**src/hdl/asr_params.svh**
```systemverilog
`ifndef ASR_PARAMS_SVH
`define ASR_PARAMS_SVH

// angle and status byte addresses
`define ASR_ADDR_ANGLE_HI 7'h03
`define ASR_ADDR_ANGLE_LO 7'h04
`define ASR_ADDR_SPEED 7'h05

// field positions
`define ASR_WEAK_BIT 1
`define ASR_PARITY_BIT 0
`define ASR_OVERSPEED_BIT 3
`define ASR_ANGLE_BITS 14

// nonvolatile configuration window
`define ASR_CFG_BASE 7'h08
`define ASR_CFG_DEPTH 8
`define ASR_CFG_RESET 8'h00
`define ASR_CFG_WIRE_BIT 0

// serial frame layout
`define ASR_BYTE_LAST 3'h7
`define ASR_NSYNC 5

`endif

```
**src/hdl/asr_pkg.sv**
```systemverilog
package asr_pkg;

  // sensor core sample frozen for one frame
  typedef struct packed {
    logic [13:0] angle;
    logic weak_field;
    logic overspeed;
  } asr_sample_type;

  // configuration fields decoded from the nonvolatile store
  typedef struct packed {
    logic wire_mode;
    logic [11:0] zero_position;
    logic [9:0] abz_resolution;
    logic [2:0] index_width;
    logic [3:0] pole_pairs;
    logic pwm_slow;
  } asr_cfg_type;

  typedef enum logic [1:0] {
    ASR_IDLE = 2'b00,
    ASR_CMD = 2'b01,
    ASR_DATA = 2'b10
  } asr_state_type;

endpackage

```
**src/hdl/asr_spi_readout.sv**
```systemverilog
`timescale 1ns/1ps
`include "asr_params.svh"
module asr_spi_readout (
  // clock and reset
  input wire logic clock,
  input wire logic rst,
  // sensor core, same clock domain
  input wire asr_pkg::asr_sample_type sample,
  // serial pins
  input wire logic sck,
  input wire logic chip_select_n,
  input wire logic mosi,
  output logic miso_out,
  output logic miso_oe,
  input wire logic shared_serial_line_in,
  output logic shared_serial_line_out,
  output logic shared_serial_line_oe,
  // programming supply present
  input wire logic program_voltage_pin,
  // decoded nonvolatile configuration
  output asr_pkg::asr_cfg_type cfg
);
  import asr_pkg::*;

  function automatic logic even_parity(input logic [14:0] bits);
    even_parity = ^bits;
  endfunction

  function automatic logic in_cfg(input logic [6:0] addr);
    in_cfg = (addr >= `ASR_CFG_BASE) &&
             (addr < (`ASR_CFG_BASE + 7'(`ASR_CFG_DEPTH)));
  endfunction

  function automatic logic [2:0] cfg_index(input logic [6:0] addr);
    logic [6:0] diff;
    diff = addr - `ASR_CFG_BASE;
    cfg_index = diff[2:0];
  endfunction

  logic [`ASR_NSYNC-1:0] raw_pins;
  logic [`ASR_NSYNC-1:0] pins_s;
  logic sck_s, sel_n_s, mosi_s, line_s, hv_s;
  logic sck_prev_q, sel_n_prev_q;
  logic sck_rise, sck_fall, frame_start;
  logic in_bit;
  asr_state_type state_q;
  logic [2:0] bit_cnt_q;
  logic [6:0] shift_q;
  logic read_q;
  logic [6:0] addr_q;
  logic [7:0] tx_q;
  logic out_q;
  logic drive_q;
  asr_sample_type snap_q;
  logic [7:0] cfg_q [0:`ASR_CFG_DEPTH-1];
  logic byte_done;
  logic [7:0] byte_in;
  logic [6:0] cmd_addr;
  logic [6:0] next_addr;

  assign raw_pins = {program_voltage_pin, shared_serial_line_in, mosi,
                     chip_select_n, sck};

  asr_sync #(
    .WIDTH(`ASR_NSYNC)
  ) u_sync (
    .clock(clock),
    .rst(rst),
    .async_in(raw_pins),
    .sync_out(pins_s)
  );

  assign sck_s = pins_s[0];
  assign sel_n_s = pins_s[1];
  assign mosi_s = pins_s[2];
  assign line_s = pins_s[3];
  assign hv_s = pins_s[4];

  // edge finding on the synchronised link clock
  always_ff @(posedge clock) begin
    if (rst) begin
      sck_prev_q <= 1'b1;
      sel_n_prev_q <= 1'b1;
    end else begin
      sck_prev_q <= sck_s;
      sel_n_prev_q <= sel_n_s;
    end
  end

  assign sck_rise = sck_s & ~sck_prev_q & ~sel_n_s;
  assign sck_fall = ~sck_s & sck_prev_q & ~sel_n_s;
  assign frame_start = ~sel_n_s & sel_n_prev_q;
  assign in_bit = cfg.wire_mode ? line_s : mosi_s;
  assign byte_done = sck_rise && (bit_cnt_q == `ASR_BYTE_LAST);
  assign byte_in = {shift_q, in_bit};
  assign cmd_addr = byte_in[6:0];
  assign next_addr = addr_q + 7'h01;

  // register read map; the sample is frozen so a burst is coherent
  function automatic logic [7:0] read_byte(input logic [6:0] addr,
                                           input asr_sample_type s);
    read_byte = 8'h00;
    if (addr == `ASR_ADDR_ANGLE_HI) begin
      read_byte = s.angle[13:6];
    end else if (addr == `ASR_ADDR_ANGLE_LO) begin
      read_byte = {s.angle[5:0], 2'b00};
      read_byte[`ASR_WEAK_BIT] = s.weak_field;
      read_byte[`ASR_PARITY_BIT] =
        even_parity({s.angle, s.weak_field});
    end else if (addr == `ASR_ADDR_SPEED) begin
      read_byte[`ASR_OVERSPEED_BIT] = s.overspeed;
    end else if (in_cfg(addr)) begin
      read_byte = cfg_q[cfg_index(addr)];
    end
  endfunction

  // snapshot at select fall so the three bytes belong together
  always_ff @(posedge clock) begin
    if (rst) begin
      snap_q <= '0;
    end else if (frame_start) begin
      snap_q <= sample;
    end
  end

  // frame sequencer
  always_ff @(posedge clock) begin
    if (rst) begin
      state_q <= ASR_IDLE;
      bit_cnt_q <= 3'h0;
      shift_q <= 7'h00;
      read_q <= 1'b0;
      addr_q <= 7'h00;
    end else if (sel_n_s) begin
      state_q <= ASR_IDLE;
      bit_cnt_q <= 3'h0;
    end else begin
      if (frame_start) begin
        state_q <= ASR_CMD;
        bit_cnt_q <= 3'h0;
      end
      if (sck_rise) begin
        shift_q <= byte_in[6:0];
        bit_cnt_q <= bit_cnt_q + 3'h1;
      end
      unique case (state_q)
        ASR_IDLE: begin
        end
        ASR_CMD: begin
          if (byte_done) begin
            read_q <= byte_in[7];
            addr_q <= cmd_addr;
            state_q <= ASR_DATA;
          end
        end
        ASR_DATA: begin
          if (byte_done) begin
            addr_q <= next_addr;
          end
        end
        default: begin
          state_q <= ASR_IDLE;
        end
      endcase
    end
  end

  // transmit path: load on the byte's last rising edge, shift on falls
  always_ff @(posedge clock) begin
    if (rst) begin
      tx_q <= 8'h00;
      out_q <= 1'b0;
    end else if (sel_n_s) begin
      tx_q <= 8'h00;
      out_q <= 1'b0;
    end else if (byte_done && state_q == ASR_CMD) begin
      tx_q <= read_byte(cmd_addr, snap_q);
    end else if (byte_done && state_q == ASR_DATA) begin
      tx_q <= read_byte(next_addr, snap_q);
    end else if (sck_fall && state_q == ASR_DATA && read_q) begin
      out_q <= tx_q[7];
      tx_q <= {tx_q[6:0], 1'b0};
    end
  end

  // drive only after the first data fall, so a 3-wire host has let go
  always_ff @(posedge clock) begin
    if (rst) begin
      drive_q <= 1'b0;
    end else if (sel_n_s) begin
      drive_q <= 1'b0;
    end else if (sck_fall && state_q == ASR_DATA && read_q) begin
      drive_q <= 1'b1;
    end
  end

  assign miso_out = out_q;
  assign miso_oe = drive_q & ~cfg.wire_mode;
  assign shared_serial_line_out = out_q;
  assign shared_serial_line_oe = drive_q & cfg.wire_mode;

  // nonvolatile store; writes need the programming supply present
  always_ff @(posedge clock) begin
    if (rst) begin
      for (int i = 0; i < `ASR_CFG_DEPTH; i++) begin
        cfg_q[i] <= `ASR_CFG_RESET;
      end
    end else if (byte_done && state_q == ASR_DATA && !read_q &&
                 hv_s && in_cfg(addr_q)) begin
      cfg_q[cfg_index(addr_q)] <= byte_in;
    end
  end

  assign cfg.wire_mode = cfg_q[0][`ASR_CFG_WIRE_BIT];
  assign cfg.zero_position = {cfg_q[1][3:0], cfg_q[2]};
  assign cfg.abz_resolution = {cfg_q[3][1:0], cfg_q[4]};
  assign cfg.index_width = cfg_q[5][2:0];
  assign cfg.pole_pairs = cfg_q[6][3:0];
  assign cfg.pwm_slow = cfg_q[6][4];

endmodule // asr_spi_readout

```
**src/hdl/asr_sync.sv**
```systemverilog
`timescale 1ns/1ps
module asr_sync #(
  parameter int WIDTH = 1
) (
  // clock and reset
  input wire logic clock,
  input wire logic rst,
  // levels from outside the clock domain
  input wire logic [WIDTH-1:0] async_in,
  output logic [WIDTH-1:0] sync_out
);

  logic [WIDTH-1:0] meta_q;

  // pins idle high so the reset value matches an idle bus
  always_ff @(posedge clock) begin
    if (rst) begin
      meta_q <= '1;
      sync_out <= '1;
    end else begin
      meta_q <= async_in;
      sync_out <= meta_q;
    end
  end

endmodule // asr_sync

```
**config.mk**
```make
export PLATFORM = sky130hd
export DESIGN_NAME = asr_spi_readout
export DESIGN_NICKNAME = d
export VERILOG_FILES = /design/src/hdl/asr_pkg.sv /design/src/hdl/asr_spi_readout.sv /design/src/hdl/asr_sync.sv
export VERILOG_INCLUDE_DIRS = /design/src /design/src/hdl
export SDC_FILE = /design/constraint.sdc
export NUM_CORES = 1
export LEC_CHECK = 0
export BUFFER_PORTS_ARGS = -buffer_cell sky130_fd_sc_hd__buf_4
export CAP_MARGIN = 20
export CORE_ASPECT_RATIO = 1.25
export CORE_MARGIN = 2
export CORE_UTILIZATION = 40
export CTS_BUF_LIST = sky130_fd_sc_hd__clkbuf_4 sky130_fd_sc_hd__clkbuf_8
export CTS_CLUSTER_DIAMETER = 40
export DETAILED_ROUTE_END_ITERATION = 10
export GPL_TIMING_DRIVEN = 0
export PLACE_DENSITY = 0.6
export SETUP_SLACK_MARGIN = 0.3
export SYNTH_ARGS = -nofsm -noshare
export SYNTH_HDL_FRONTEND = slang
export SYNTH_SLANG_ARGS = --single-unit
export TNS_END_PERCENT = 1
```
**constraint.sdc**
```tcl
create_clock -name clock -period 9.32 [get_ports clock]
set_clock_uncertainty 0.05 [all_clocks]
set_input_delay 1.398 -clock clock [delete_from_list [all_inputs] [get_ports clock]]
set_output_delay 1.398 -clock clock [all_outputs]
set_load 0.1 [all_outputs]
```
==> flow_metrics.env <==
export IMPL_max_cap_viol_count=0
export IMPL_path_class="flop to flop"
export IMPL_drt_wirelength_per_cell_um=19.6
export IMPL_cts_hold_fix_buffers=0
export IMPL_initial_core_util=0.408
export IMPL_gp_congestion=0.868
export IMPL_dieArea_um2=17600
export IMPL_endpoint_kind="flop"
export IMPL_diodes=0
export IMPL_min_to="u_sync.sync_out[2]"
export IMPL_first_global_vias=5143
export IMPL_avgSynthCellArea_um2=10.6
export IMPL_fin_crit_sh=0.438
export IMPL_drt_iter0_markers=422
export IMPL_power_mw=1.18
export IMPL_pwr_density_cell_nw_per_um2=153
export IMPL_synth_top_family_by_area="simple AND/OR/NAND/NOR gates"
export IMPL_yosys_area_share_simple=0.197
export IMPL_irDropWorstVdd_uv=96.1
export IMPL_synth_xor_area_share=0.0225
export IMPL_rsz0062_at_grt="false"
export IMPL_syn_inst=623
export IMPL_setup_viol_count_final=0
export IMPL_syn_nets=652
export IMPL_cts_buffers_inserted=17
export IMPL_tightest_slew_ps=1100
export IMPL_max_freq_ghz=0.245
export IMPL_timing_setup_tns_ps=0
export IMPL_synth_area_leaders="edfxtp_1 (29%), dfxtp_1 (18%), mux4_2 (8.2%)"
export IMPL_drive_gt1_frac=0.256
export IMPL_drc=0
export IMPL_yosysSeqAreaShare=0.466
export IMPL_yosys_area_share_adder=0.0114
export IMPL_yosysTopAreaCellShare=0.291
export IMPL_start_kind="flop"
export IMPL_cp_max_fo=10
export IMPL_drtAntennaViolNets=0
export IMPL_hold_start="u_sync.meta_q[2]"
export IMPL_synth_edf_count=64
export IMPL_dp_slack_ps=5230
export IMPL_setup_ws_ps=5240
export IMPL_h_tree_depth=4
export IMPL_fillers=1492
export IMPL_clock_sinks=122
export IMPL_layout_min_cycle_time_ps=4080
export IMPL_crit_arrival_ps=4380
export IMPL_cp_required_ps=9620
export IMPL_worstHoldPathCells=1
export IMPL_grt_overflow=0
export IMPL_final_hold_viol_count=0
export IMPL_die_h_um=148
export IMPL_die_w_um=119
export IMPL_post_dp_hpwl_um=13800
export IMPL_synth_largest_area_cell="edfxtp_1"
export IMPL_regToRegEndpoint="tx_q[0]"
export IMPL_rrSetupSlack_ps=5240
export IMPL_rr_worst_depth=11
export IMPL_vias=5182
export IMPL_hp_class="flop to flop"
export IMPL_leakage_nw=2.78
export IMPL_fin_cells=928
export IMPL_routed_wl_um=18200
export IMPL_place_area_um2=7300
export IMPL_port_buffer_count=56
export IMPL_relSlewSlack=0.267
export IMPL_clk_path_buf_depth=2
export IMPL_synth_compound_area_share=0.116
export IMPL_fin_area_um2=7710
export IMPL_clkLatencyLatePin_ps=460
export IMPL_coreArea_um2=16200
export IMPL_synthMuxAreaShare=0.137
export IMPL_ys_ff_latch=122
export IMPL_grt_usage=0.216
export IMPL_synth_distinct_cells=67
export IMPL_first_pass_iters=5
export IMPL_core_rowCount=52
export IMPL_post_cts_buffers=0
export IMPL_viasPerCell=5.58
export IMPL_grt_max_degree=17
export IMPL_drv_slew=0
export IMPL_yosysWarnings=0
export IMPL_cts_tree="yes"
export IMPL_area_growth_pct=16.6
export IMPL_outcome="finished clean"
export IMPL_rr_startpoint="addr_q[0]"
export IMPL_synthFlopType="edfxtp_1"
export IMPL_cts_resized=0
export IMPL_io_pins=58
export IMPL_fin_nets=728
export IMPL_async_reset_ff_frac=0
export IMPL_grt_pass1_wl_um=28900
export IMPL_dp_cells=895
export IMPL_netlist_area_um2=6610
export IMPL_antenna_found_initial=0
export IMPL_root_buffer="clkbuf_8"
export IMPL_clkTransAtPathRegs_ps=80
## routing by layer
| metal | GRT usage | up-vias | part of all wire |
|---|---|---|---|
| li1 | - | 2420 | - |
| met1 | 0.261 | 2550 | 0.41 |
| met3 | 0.0397 | 31 | 0.044 |
| met4 | 0.0893 | 0 | 0.024 |
| met2 | 0.380 | 181 | 0.52 |
| met5 | 0 | - | 0 |
## per-stage QoR
step | util | hold slack [ps]
floorplan | - | 339
global placement | 0.451 | 343
detailed placement | 0.451 | 344
CTS | 0.475 | 363
global route | 0.476 | 372
finish | 0.476 | 361
## kinds of logic after synthesis
logic type / after synthesis
buffers and inverters: 66
AND/OR/NAND/NOR: 249
AO/OA/AOI/OAI: 112
XOR/XNOR: 17
flip-flops: 122
multiplexers: 51
adder cells (fa/ha/maj): 6
## how the worst max path moves through the flow
stage / startpoint / to / slack (ps) / depth (start not counted)
4_1_cts: addr_q[0] / tx_q[0] / 5220 / 11
6_report: addr_q[0] / tx_q[0] / 5240 / 11
5_1_grt: addr_q[0] / tx_q[0] / 4970 / 11
3_5_place_dp: addr_q[0] / tx_q[0] / 5230 / 11
2_1_floorplan: addr_q[0] / tx_q[0] / 6090 / 11
3_3_place_gp: addr_q[0] / tx_q[0] / 5270 / 11
## cells in the mapped netlist (all sizes together) (13+ instances only)
cell    count
nor3       15
o21ai      20
clkbuf     27
mux4       29
and2       58
mux2i      13
buf        30
nor2       26
xnor2      13
a21oi      35
edfxtp     64
dfxtp      58
or2        20
nand2      87
## report_power, final
| group | internal, mW | switching, mW |
|---|---|---|
| clock | 0.246 | 0.240 |
| combinational | 0.0366 | 0.0680 |
| sequential | 0.578 | 0.0128 |
## cells in the final DEF, fill, tap and decap left out, types with 4 or more instances in the layout
cell	count
nand2_1	87
buf_4	74
edfxtp_1	64
dfxtp_1	58
and2_1	57
a21oi_1	35
clkbuf_1	27
nor2_1	26
mux4_2	24
or2_2	20
o21ai_0	20
clkbuf_8	17
nor3_1	14
mux2i_1	13
xnor2_1	13
buf_2	11
a31oi_1	9
inv_1	8
nand3_1	8
a22oi_1	8
mux2_2	8
nand2b_1	6
nor4_1	6
o221ai_1	6
ha_1	6
inv_6	6
o221a_2	5
mux4_1	5
xor2_1	4
## state kept, by name, summed over array words and instances, names as in the netlist
| register | count |
|---|---|
| addr_q | 7 |
| bit_cnt_q | 3 |
| cfg_q | 64 |
| drive_q | 1 |
| miso_out | 1 |
| read_q | 1 |
| sck_prev_q | 1 |
| sel_n_prev_q | 1 |
| shift_q | 7 |
| snap_q | 16 |
| state_q | 2 |
| tx_q | 8 |
| u_sync.meta_q | 5 |
| u_sync.sync_out | 5 |
## cell type report
| cell class | instances | area [um^2] | share of cell area |
|---|---|---|---|
| clock inverters | 14 | 161 | 0.0209 |
| repair buffers | 57 | 425 | 0.0552 |
| plain buffers | 57 | 294 | 0.0381 |
| flip-flops and latches | 122 | 3080 | 0.400 |
| well taps | 216 | 270 | 0.0351 |
| inverters | 9 | 33.8 | 0.00438 |
| clock buffers | 18 | 241 | 0.0313 |
| multi-input cells | 435 | 3200 | 0.415 |
## worst max-delay path, cell delays in order, from the launching register on
cell and delay [ps]:
dfxtp_1 530, buf_2 360, clkbuf_1 540, inv_1 210, ha_1 330, buf_2 280
buf_2 360, mux4_2 550, mux2_2 310, a2bb2oi_1 130, a21boi_0 190, o22ai_1 110
(Power assumes the default switching activity.)
